File: src/rtl/alu_subset_pkg.sv
// Constants, command layout and status layout of the instruction subset.
// Assumes a single 100 MHz clock and an APB master with 32-bit data.
package alu_subset_pkg;

	// ********************************************************************
	// Register map (byte addresses)
	// ********************************************************************
	localparam int          ADDR_W     = 12;
	localparam logic [11:0] CMD_OFS    = 12'h000;
	localparam logic [11:0] ACC_OFS    = 12'h004;
	localparam logic [11:0] STATUS_OFS = 12'h008;
	localparam logic [11:0] WDOG_OFS   = 12'h00C;
	localparam logic [11:0] FILE_BASE  = 12'h200;
	localparam logic [2:0]  FILE_SEL   = 3'h1;
	localparam int          FILE_DEPTH = 128;

	// ********************************************************************
	// Reset and clear values
	// ********************************************************************
	localparam logic [7:0]  ACC_RST    = 8'h00;
	localparam logic [7:0]  WDOG_CLEAR = 8'h00;
	localparam logic [7:0]  WDOG_LAST  = 8'hFF;
	localparam int          PRESC_DIV  = 256;
	localparam logic [31:0] RD_ZERO    = 32'h0000_0000;

	// ********************************************************************
	// Status field positions
	// ********************************************************************
	localparam int CARRY_BIT   = 0;
	localparam int NIBBLE_BIT  = 1;
	localparam int ZERO_BIT    = 2;
	localparam int SLEEP_BIT   = 3;
	localparam int EXPIRED_BIT = 4;

	// ********************************************************************
	// Types
	// ********************************************************************
	typedef enum logic [2:0] {
		no_op                 = 3'b000,
		rotate_right_carry_op = 3'b001,
		literal_minus_acc_op  = 3'b010,
		file_minus_acc_op     = 3'b011,
		xor_literal_op        = 3'b100,
		xor_file_op           = 3'b101,
		sleep_op              = 3'b110
	} op_t;

	typedef struct packed {
		logic [7:0] rsv_hi;
		logic [7:0] literal;
		logic       rsv_a;
		logic [6:0] addr;
		logic [3:0] rsv_b;
		logic       dest;
		op_t        op;
	} cmd_t;

	typedef struct packed {
		logic watchdog_expired_flag_n;
		logic sleep_entered_flag_n;
		logic zero_flag;
		logic nibble_carry_flag;
		logic carry_flag;
	} status_t;

	localparam status_t STATUS_RST = 5'h18;

endpackage : alu_subset_pkg

File: src/rtl/alu_instruction_subset.sv
// Instruction subset executor with accumulator, status, file registers
// and watchdog counter, all reached over APB.
// Assumes a well-behaved APB master on the same clock as the block.
//
// Operation
// RULE1 - Rotate file register right through carry
// RULE2 - Destination bit picks accumulator or file
// RULE3 - Sleep clears watchdog counter and prescaler
// RULE4 - Sleep clears power-down flag, sets time-out flag
// RULE5 - Literal minus accumulator into accumulator
// RULE6 - File minus accumulator, routed by destination
// RULE7 - Subtracts set carry, nibble carry, zero
// RULE8 - XOR literal into accumulator, zero only
// RULE9 - XOR file with accumulator, routed by destination
// RULE10 - Old carry enters bit 7, bit 0 out
// RULE11 - Zero flag follows result equal zero
//
// Register access over APB and the register addresses were chosen for this implementation.
`timescale 1ns/100ps

module alu_instruction_subset #(
	parameter int PRESC_DIV = alu_subset_pkg::PRESC_DIV
) (
	input  wire logic                              clk,
	input  wire logic                              sys_rst,
	input  wire logic                              psel,
	input  wire logic                              penable,
	input  wire logic                              pwrite,
	input  wire logic [alu_subset_pkg::ADDR_W-1:0] paddr,
	input  wire logic [31:0]                       pwdata,
	output logic      [31:0]                       prdata,
	output logic                                   pready,
	output logic                                   pslverr,
	output logic                                   sleep_entered_flag_n,
	output logic                                   watchdog_expired_flag_n
);

	// ********************************************************************
	// State
	// ********************************************************************
	// Prescaler divides exactly for any PRESC_DIV of 2 or more: it restarts from zero on the tick
	localparam int PRESC_W = $clog2(PRESC_DIV);

	logic [7:0]                  acc_r;
	alu_subset_pkg::status_t     status_r;
	logic [7:0]                  file_mem [alu_subset_pkg::FILE_DEPTH];
	logic [7:0]                  wdog_r;
	logic [PRESC_W-1:0]          presc_r;
	logic [31:0]                 prdata_r;
	logic                        pready_r;
	logic                        pslverr_r;

	// ********************************************************************
	// Address decode
	// ********************************************************************
	function automatic logic is_file(
		input logic [alu_subset_pkg::ADDR_W-1:0] a
	);
		is_file = (a[11:9] == alu_subset_pkg::FILE_SEL);
	endfunction : is_file

	function automatic logic is_mapped(
		input logic [alu_subset_pkg::ADDR_W-1:0] a
	);
		is_mapped = is_file(a) ||
			(a == alu_subset_pkg::CMD_OFS) ||
			(a == alu_subset_pkg::ACC_OFS) ||
			(a == alu_subset_pkg::STATUS_OFS) ||
			(a == alu_subset_pkg::WDOG_OFS);
	endfunction : is_mapped

	logic       access_end;
	logic       wr_fire;
	logic [6:0] file_idx;

	// Writes land only at the edge where pready is seen high
	assign access_end = psel && penable && pready_r;
	assign wr_fire    = access_end && pwrite && is_mapped(paddr);
	assign file_idx   = paddr[8:2];

	// ********************************************************************
	// Write strobes
	// ********************************************************************
	// Strobes fire once per access, at the answer edge
	logic acc_wr;
	logic status_wr;
	logic file_wr;

	assign acc_wr    = wr_fire && (paddr == alu_subset_pkg::ACC_OFS);
	assign status_wr = wr_fire && (paddr == alu_subset_pkg::STATUS_OFS);
	assign file_wr   = wr_fire && is_file(paddr);

	// ********************************************************************
	// Instruction execute
	// ********************************************************************
	alu_subset_pkg::cmd_t    cmd;
	alu_subset_pkg::status_t st_nxt;
	logic                    exec;
	logic [7:0]              f_val;
	logic [7:0]              minuend;
	logic [8:0]              diff9;
	logic [4:0]              diff5;
	logic [7:0]              res;
	logic                    to_acc;
	logic                    to_file;
	logic                    sleep_exec;

	assign cmd   = alu_subset_pkg::cmd_t'(pwdata);
	assign exec  = wr_fire && (paddr == alu_subset_pkg::CMD_OFS);
	assign f_val = file_mem[cmd.addr];

	// Borrow out of bit 8 and bit 4 gives both carries
	assign minuend = (cmd.op == alu_subset_pkg::literal_minus_acc_op) ?
		cmd.literal : f_val;
	assign diff9 = {1'b0, minuend} - {1'b0, acc_r};
	assign diff5 = {1'b0, minuend[3:0]} - {1'b0, acc_r[3:0]};

	// Shared by both subtracts so their flags cannot drift apart
	function automatic alu_subset_pkg::status_t sub_flags(
		input alu_subset_pkg::status_t s,
		input logic [8:0]              d9,
		input logic [4:0]              d5
	);
		alu_subset_pkg::status_t f;
		f                   = s;
		f.carry_flag        = !d9[8]; // [RULE7]
		f.nibble_carry_flag = !d5[4]; // [RULE7]
		f.zero_flag         = (d9[7:0] == 8'h00); // [RULE11]
		return f;
	endfunction : sub_flags

	always_comb begin
		res        = 8'h00;
		st_nxt     = status_r;
		to_acc     = 1'b0;
		to_file    = 1'b0;
		sleep_exec = 1'b0;
		unique case (cmd.op)
			alu_subset_pkg::rotate_right_carry_op: begin
				res               = {status_r.carry_flag, f_val[7:1]}; // [RULE1] [RULE10]
				st_nxt.carry_flag = f_val[0]; // [RULE10]
				to_acc            = !cmd.dest; // [RULE2]
				to_file           = cmd.dest; // [RULE2]
			end
			alu_subset_pkg::literal_minus_acc_op: begin
				res    = diff9[7:0]; // [RULE5]
				st_nxt = sub_flags(status_r, diff9, diff5); // [RULE7]
				to_acc = 1'b1; // [RULE5]
			end
			alu_subset_pkg::file_minus_acc_op: begin
				res     = diff9[7:0]; // [RULE6]
				st_nxt  = sub_flags(status_r, diff9, diff5); // [RULE7]
				to_acc  = !cmd.dest; // [RULE2] [RULE6]
				to_file = cmd.dest; // [RULE2] [RULE6]
			end
			alu_subset_pkg::xor_literal_op: begin
				res              = acc_r ^ cmd.literal; // [RULE8]
				st_nxt.zero_flag = ((acc_r ^ cmd.literal) == 8'h00); // [RULE8] [RULE11]
				to_acc           = 1'b1; // [RULE8]
			end
			alu_subset_pkg::xor_file_op: begin
				res              = acc_r ^ f_val; // [RULE9]
				st_nxt.zero_flag = ((acc_r ^ f_val) == 8'h00); // [RULE11]
				to_acc           = !cmd.dest; // [RULE2] [RULE9]
				to_file          = cmd.dest; // [RULE2] [RULE9]
			end
			alu_subset_pkg::sleep_op: begin
				st_nxt.sleep_entered_flag_n    = 1'b0; // [RULE4]
				st_nxt.watchdog_expired_flag_n = 1'b1; // [RULE4]
				sleep_exec                     = 1'b1; // [RULE3]
			end
			alu_subset_pkg::no_op: begin
				res = 8'h00;
			end
			// Spare op codes do nothing
			default: begin
				res = 8'h00;
			end
		endcase
	end

	// ********************************************************************
	// Accumulator
	// ********************************************************************
	// Execute and bus write never meet: one transfer at a time
	always_ff @(posedge clk) begin
		if (sys_rst) begin
			acc_r <= alu_subset_pkg::ACC_RST;
		end else if (exec && to_acc) begin
			acc_r <= res; // [RULE2]
		end else if (acc_wr) begin
			acc_r <= pwdata[7:0];
		end
	end

	// ********************************************************************
	// File registers
	// ********************************************************************
	// No reset: data memory content is undefined until written
	always_ff @(posedge clk) begin
		if (exec && to_file) begin
			file_mem[cmd.addr] <= res; // [RULE2]
		end else if (file_wr) begin
			file_mem[file_idx] <= pwdata[7:0];
		end
	end

	// ********************************************************************
	// Watchdog counter and prescaler
	// ********************************************************************
	logic presc_tick;
	logic wdog_overflow;

	assign presc_tick    = (presc_r == PRESC_W'(PRESC_DIV - 1));
	// Sleep beats the wrap: the count restarts from zero
	assign wdog_overflow = presc_tick && !sleep_exec &&
		(wdog_r == alu_subset_pkg::WDOG_LAST);

	always_ff @(posedge clk) begin
		if (sys_rst || sleep_exec) begin
			presc_r <= '0; // [RULE3]
		end else if (presc_tick) begin
			presc_r <= '0;
		end else begin
			presc_r <= presc_r + 1'b1;
		end
	end

	always_ff @(posedge clk) begin
		if (sys_rst || sleep_exec) begin
			wdog_r <= alu_subset_pkg::WDOG_CLEAR; // [RULE3]
		end else if (presc_tick) begin
			wdog_r <= wdog_r + 8'h01;
		end
	end

	// ********************************************************************
	// Status
	// ********************************************************************
	// Time-out and power-down bits are read-only to software
	always_ff @(posedge clk) begin
		if (sys_rst) begin
			status_r <= alu_subset_pkg::STATUS_RST;
		end else begin
			if (exec) begin
				status_r <= st_nxt; // [RULE4] [RULE7]
			end else if (status_wr) begin
				status_r.carry_flag <= pwdata[alu_subset_pkg::CARRY_BIT];
				status_r.nibble_carry_flag <=
					pwdata[alu_subset_pkg::NIBBLE_BIT];
				status_r.zero_flag <= pwdata[alu_subset_pkg::ZERO_BIT];
			end
			// Expiry is set last; wdog_overflow is gated off by a sleep, so no clear meets it
			if (wdog_overflow) begin
				status_r.watchdog_expired_flag_n <= 1'b0;
			end
		end
	end

	// ********************************************************************
	// APB slave
	// ********************************************************************
	function automatic logic [31:0] read_mux(
		input logic [alu_subset_pkg::ADDR_W-1:0] a
	);
		read_mux = alu_subset_pkg::RD_ZERO;
		if (is_file(a)) begin
			read_mux[7:0] = file_mem[a[8:2]];
		end else if (a == alu_subset_pkg::ACC_OFS) begin
			read_mux[7:0] = acc_r;
		end else if (a == alu_subset_pkg::STATUS_OFS) begin
			read_mux[4:0] = status_r;
		end else if (a == alu_subset_pkg::WDOG_OFS) begin
			read_mux[7:0] = wdog_r;
		end
	endfunction : read_mux

	logic [31:0] rd_word;

	// Writes answer zero so stale read data never leaks
	assign rd_word = pwrite ? alu_subset_pkg::RD_ZERO : read_mux(paddr);

	// One wait state keeps prdata straight from a flop
	always_ff @(posedge clk) begin
		if (sys_rst) begin
			pready_r  <= 1'b0;
			pslverr_r <= 1'b0;
			prdata_r  <= alu_subset_pkg::RD_ZERO;
		end else if (psel && penable && !pready_r) begin
			pready_r  <= 1'b1;
			pslverr_r <= !is_mapped(paddr);
			prdata_r  <= rd_word;
		end else begin
			pready_r  <= 1'b0;
			pslverr_r <= 1'b0;
		end
	end

	// ********************************************************************
	// Outputs
	// ********************************************************************
	assign prdata                  = prdata_r;
	assign pready                  = pready_r;
	assign pslverr                 = pslverr_r;
	assign sleep_entered_flag_n    = status_r.sleep_entered_flag_n;
	assign watchdog_expired_flag_n = status_r.watchdog_expired_flag_n;

endmodule : alu_instruction_subset

File: config.mk
export PLATFORM = sky130hd
export DESIGN_NAME = alu_instruction_subset
export DESIGN_NICKNAME = d
export VERILOG_FILES = /design/src/rtl/alu_subset_pkg.sv /design/src/rtl/alu_instruction_subset.sv
export SDC_FILE = /design/constraint.sdc
export NUM_CORES = 2
export LEC_CHECK = 0
export BUFFER_PORTS_ARGS = -buffer_cell sky130_fd_sc_hd__clkbuf_2
export CORE_MARGIN = 3
export CORE_UTILIZATION = 55
export CTS_BUF_LIST = sky130_fd_sc_hd__clkbuf_4 sky130_fd_sc_hd__clkbuf_8 sky130_fd_sc_hd__clkbuf_16
export DETAILED_ROUTE_END_ITERATION = 8
export PLACE_DENSITY = 0.68
export SKIP_CTS_REPAIR_TIMING = 1
export SLEW_MARGIN = 5
export SYNTH_ARGS = -nofsm -noshare
export SYNTH_HDL_FRONTEND = slang
export SYNTH_SLANG_ARGS = --single-unit
File: constraint.sdc
create_clock -name clk -period 10 [get_ports clk]
set_input_delay 0.5 -clock clk [delete_from_list [all_inputs] [get_ports clk]]
set_output_delay 0.5 -clock clk [all_outputs]
set_load 0.01 [all_outputs]
# --- Yosys cells after proc, flatten, opt, wreduce, memory -nomap -nowiden ---
# Memories as Yosys holds them, arrays and structs flattened.
# Index checks and enable logic that the tools add are counted.
# Widths: inputs -> output; s select.
word_totals:
  register_bits: 63
  latch_bits: 0
  mem_bits_rw: 1024
  rom_bits: 0
  input_bits: 49
  wordCells: 107
  n_memories: 1
op_classes:
  add_sub_neg: 4
  multipliers: 0
  div: 0
  order_cmp: 0
  eq_ne: 15
  n_shift: 0
  mux: 30
  bitwise_logic: 3
  reduce_logical: 43
mem_list:
  columns: ["memory", "depth", "width", "read_ports", "rd_clocked_by_memory_dff", "wr", "line", "rtl"]
  rows:
  - ["file_mem", 128, 8, 2, 0, 1, "alu_instruction_subset.sv:46", "logic [7:0] file_mem [alu_subset_pkg::FILE_DEPTH];"]
ops:
  columns: ["op", "count"]
  rows:
  - ["$mux 8", 8]
  - ["$pmux 8 s4", 1]
  - ["$eq 12x4->1 const B", 2]
  - ["$logic_not 8->1", 3]
  - ["$add 8x1->8 const B", 2]
  - ["$eq 8x8->1 const B", 2]
  - ["$xor 8x8->8", 2]
  - ["$logic_and 1x1->1", 13]
  - ["$eq 12x3->1 const B", 1]
  - ["$logic_not 12->1", 1]
  - ["$mux 1", 11]
  - ["$reduce_and 2->1", 5]
  - ["$eq 3x3->1 const B", 3]
  - ["$mux 3", 3]
  - ["$sub 8x8->9", 1]
  - ["$reduce_bool 2->1", 4]
  - ["$reduce_or 2->1", 4]
  - ["$reduce_or 8->1", 1]
  - ["$mux 7", 1]
  - ["$eq 3x1->1 const B", 2]
  - ["$eq 3x2->1 const B", 2]
  - ["$logic_not 1->1", 6]
  - ["$logic_or 1x1->1", 5]
  - ["$mux 5", 1]
  - ["other kinds (9)", 11]

# --- Logic depth before layout (Yosys ltp) ---
depth:
  word_depth: 12
  ltp_mapped: 23

# --- Least setup slack after synthesis ---
# OpenSTA, ideal clock, no wires.
synth_path:
  path_kind: "input to register"
  start: "input port pwdata[9]"
  end: "memory file_mem[0][6], data pin"
  arrival_time_ns: 8.008
  required_ns: 9.032
  path_slack_ns: 1.024
  cell_stages: 20
  n_path_buf: 4
  path_cell_list: "buf_4 -> buf_6 -> buf_6 -> clkbuf_1 -> mux4_2 -> a21oi_1 -> a22oi_1 -> a2111oi_2 -> nor3_4 -> mux2i_1 -> ha_1 -> inv_1 -> fa_1 -> a21o_1 -> a21oi_1 -> o21ai_0 -> a21oi_1 -> xnor2_1 -> a222oi_1 -> a31oi_1"
synth_between:
  elab_chain_len: 5
synth_rtl:
  columns: ["item", "line", "rtl"]
  rows:
  - ["start, declared", "alu_instruction_subset.sv:30", "input wire logic [31:0] pwdata,"]
  - ["$mem_v2 128x8 *", null, null]
  - ["$mux 8", "alu_instruction_subset.sv:113", "assign minuend = (cmd.op == alu_subset_pkg::literal_minus_acc_op) ?"]
  - ["$sub 8x8->9", "alu_instruction_subset.sv:115", "assign diff9 = {1'b0, minuend} - {1'b0, acc_r};"]
  - ["$pmux 8 s4 *", "alu_instruction_subset.sv:138", "unique case (cmd.op)"]
  - ["$mux 8 (no line) *", null, null]
  - ["end, declared", "alu_instruction_subset.sv:46", null]
# Every way passes the cells marked *; elsewhere a longest branch is shown, timed or not.

# --- Worst setup path after layout ---
layout_path:
  start: "input port pwdata[10]"
  end: "memory file_mem[56][6], data pin"
# Same word-level chain as after synthesis.

==> flow_summary_export.csv <==
group,metric,value,unit
run_status,status,"finished clean",
place,numPortBuffers,51,
route,drtPass1Iterations,7,
layout,drive_gt1_frac,0.283,
layout,finish.net_count,2979,
global_route,track_usage,0.318,
power,pwr-share-seq,0.501,
place,dpl.hpwl,99000,um
sta,drv_slew,0,
clock_tree,cts_tree,"done",
worst_setup_path,timing.rr.start,"file_mem[53][2]$_DFFE_PP_",
synth,yosysSeqAreaShare,0.609,
layout,final_core_util,0.610,
worst_setup_path,crit_start,"pwdata[10]",
synth,avgSynthCellArea,17.9,um^2
synth,synth_top_family_by_area,"multiplexers",
route,drtIter0Drc,4319,
min_path,hp-class,"input pin to register",
synth,synth_area,51800,um^2
global_route,antenna_found_initial,2,
sta,relSlewSlack,0.0776,
synth,syn_inst,2898,
power,ir_worst_vdd,0.142,mV
power,clkPwrFrac,0.397,
global_route,grt-ovfl-total,0,
synth,yosys_most_used_dff,"edfxtp_1",
floorplanning,die_area,97900,um^2
clock_tree,cts_inserted_buffers,111,
floorplanning,coreArea,92500,um^2
floorplanning,core.rowCount,111,
worst_setup_path,end_kind,"register",
worst_setup_path,critPathArrivalTime,7.32,ns
worst_setup_path,start_kind,"input pin",
synth,yosys_warnings,0,
layout,stdcell_area,56400,um^2
sta,holdWs,0.147,ns
layout,syn_to_final_growth,8.90,%
place,gp_congestion,0.924,
synth,synth_fa_ha_area_frac,0.00328,
synth,ys_types,88,
clock_tree,clkSinkCount,1063,
route,routed_wl,155000,um
sta,rsz0062_at_grt,"no",
layout,final_cell_mix,"edfxtp_1, mux4_2, nor2_1",
route,wl_per_cell,36.4,um
synth,ys_ff_latch,1063,
power,power_leakage,18.0,nW
worst_setup_path,cp_max_fo,71,
min_path,worstHoldStart,"pwrite",
power,comb_power_share,0.102,
sta,fin_skew,0.0336,ns
floorplanning,initial_core_util,0.560,
power,switching_power,2.42,mW
synth,async_flop_share,0,
sta,hold_viol,0,
run,drv_cap,0,
sta,setup_viol,0,
floorplanning,dieHeight,313,um
sta,worstMarginPinSlew,1.37,ns
synth,synth_xor_area_frac,0.00522,
synth,muxShareOfSynthArea,0.258,
power,p_total,10.1,mW
power,swShare,0.240,
route,antenna_left,0,
clock_tree,clk_pin_slew,0.06,ns
clock_tree,clockBufferDepth,3,
layout,layout_commonest_cell,"edfxtp_1",
power,internal-power,7.64,mW
route,route.vias.total,30900,
worst_setup_path,crit_required,10.38,ns
sta,setup_ws,3.06,ns
place,post-place-ws,2.58,ns
global_route,grt_pass1_vias,31200,
sta,period_minus_slack,6.94,ns
layout,fillers,6588,
clock_tree,root_buffer,"clkbuf_16",
place,postPlaceCellArea,52900,um^2
synth,yosys.area_share.simple,0.0449,
synth,synth_compound_gate_area_share,0.0479,
route,drc_errors,0,
floorplanning,io_pins,85,
place,dp_cells,4047,
sta,fin_crit_sh,0.694,
floorplanning,die_x,313,um
global_route,grt_pass1_wl,223000,um
worst_setup_path,worstSetupPathType,"input pin to register",
clock_tree,clock_latency,0.71,ns
sta,clock.fmax,144,MHz
sta,fin_tns_setup,0,ns
global_route,grt_max_degree,129,
power,p_per_area,178,nW/um^2
synth,synth_edf_count,1024,
clock_tree,h-tree-depth,3,
route,viasPerCell,7.26,
layout,final_cells,4250,
flip-flops by register name, indices dropped and copies added (netlist names):
name	flops
acc_r	8
file_mem	1024
prdata	8
pready	1
presc_r	8
pslverr	1
sleep_entered_flag_n	1
status_r	3
watchdog_expired_flag_n	1
wdog_r	8
final cells by class:
class / instances / area [um^2] / share of cell area
flip-flops and latches: 1063 / 31500 / 0.559
clock buffers: 146 / 3060 / 0.0542
inverters: 21 / 81.3 / 0.00144
repair buffers: 123 / 936 / 0.0166
well taps: 1243 / 1560 / 0.0276
clock inverters: 56 / 433 / 0.00767
multi-input cells: 1597 / 18800 / 0.334
diodes: 1 / 2.50 / 0.0000444
metal layers:
layer,up-vias,track usage,share of wire
met5,-,0,0.00015
li1,12200,-,-
met2,2051,0.498,0.47
met4,4,0.143,0.054
met1,16100,0.423,0.36
met3,441,0.0848,0.11
kinds of logic (layout without fill, tap and decap cells):
| kind of cell | count (synthesis) | count (layout) |
|---|---|---|
| fa+ha+maj | 13 | 13 |
| compound gates | 350 | 350 |
| xor+xnor | 30 | 30 |
| buf+inv | 261 | 346 |
| other cells | 1 | 25 |
| mux | 689 | 689 |
| flops | 1063 | 1063 |
| simple gates | 491 | 491 |
critical path, stage by stage:
cell	delay (ns)
clkbuf_2	0.52
buf_4	0.33
nand2b_2	0.35
buf_4	0.38
o221ai_2	0.28
o32ai_1	0.16
or4_1	0.67
or4_4	0.64
o21ai_0	0.19
ha_1	0.29
a21o_1	0.20
a21oi_1	0.41
o21ai_0	0.14
a21oi_1	0.25
xnor2_1	0.18
a222oi_1	0.16
a31oi_4	0.75
buf_4	0.73
final timing paths:
path / to / slack (ns) / depth (start not counted)
worst max register to register: file_mem[56][6]$_DFFE_PP_ / 3.72 / 15
worst min-delay path: prdata[2]$_SDFFE_PP0P_ / 0.15 / 3
worst max-delay path: file_mem[56][6]$_DFFE_PP_ / 3.06 / 18
worst min register to register: presc_r[0]$_SDFF_PP0_ / 0.46 / 1
synth_stat cells (all sizes together), types with 7 or more instances:
| master | number | share of area |
|---|---|---|
| edfxtp | 1024 | 0.59 |
| mux4 | 504 | 0.22 |
| nor2 | 203 | 0.015 |
| mux2i | 156 | 0.030 |
| buf | 140 | 0.022 |
| nand2 | 103 | 0.0075 |
| clkbuf | 99 | 0.0086 |
| a21oi | 75 | 0.0072 |
| o21ai | 47 | 0.0045 |
| o221ai | 47 | 0.0087 |
| o22ai | 42 | 0.0051 |
| dfxtp | 39 | 0.015 |
| nand3 | 36 | 0.0035 |
| a22oi | 35 | 0.0051 |
| mux2 | 29 | 0.0063 |
| nand2b | 23 | 0.0028 |
| nor3 | 22 | 0.0024 |
| inv | 19 | 0.0014 |
| or2 | 18 | 0.0022 |
| nor2b | 16 | 0.0019 |
| xnor2 | 16 | 0.0028 |
| xor2 | 14 | 0.0024 |
| a211oi | 13 | 0.0020 |
| ha | 12 | 0.0029 |
| or3 | 12 | 0.0014 |
| a221oi | 11 | 0.0019 |
| nand4 | 11 | 0.0013 |
| a31oi | 9 | 0.0011 |
| a21o | 8 | 0.0012 |
| nand3b | 8 | 0.0012 |
| nor4 | 8 | 0.0012 |
| or4 | 8 | 0.0013 |
| a32oi | 7 | 0.0012 |
| and3 | 7 | 0.00085 |
| o22a | 7 | 0.0012 |
power by group through the flow:
stage | combinational (mW) | sequential, mW | clock (mW)
after floorplan | 0.643 | 5.17 | 0
after global placement | 0.985 | 5.13 | 0
after detailed placement | 1.01 | 5.13 | 0
after CTS | 1.01 | 5.04 | 4.03
after global routing | 1.08 | 5.03 | 4.21
final | 1.03 | 5.04 | 4.00
Power figures use the tool's default switching activity.
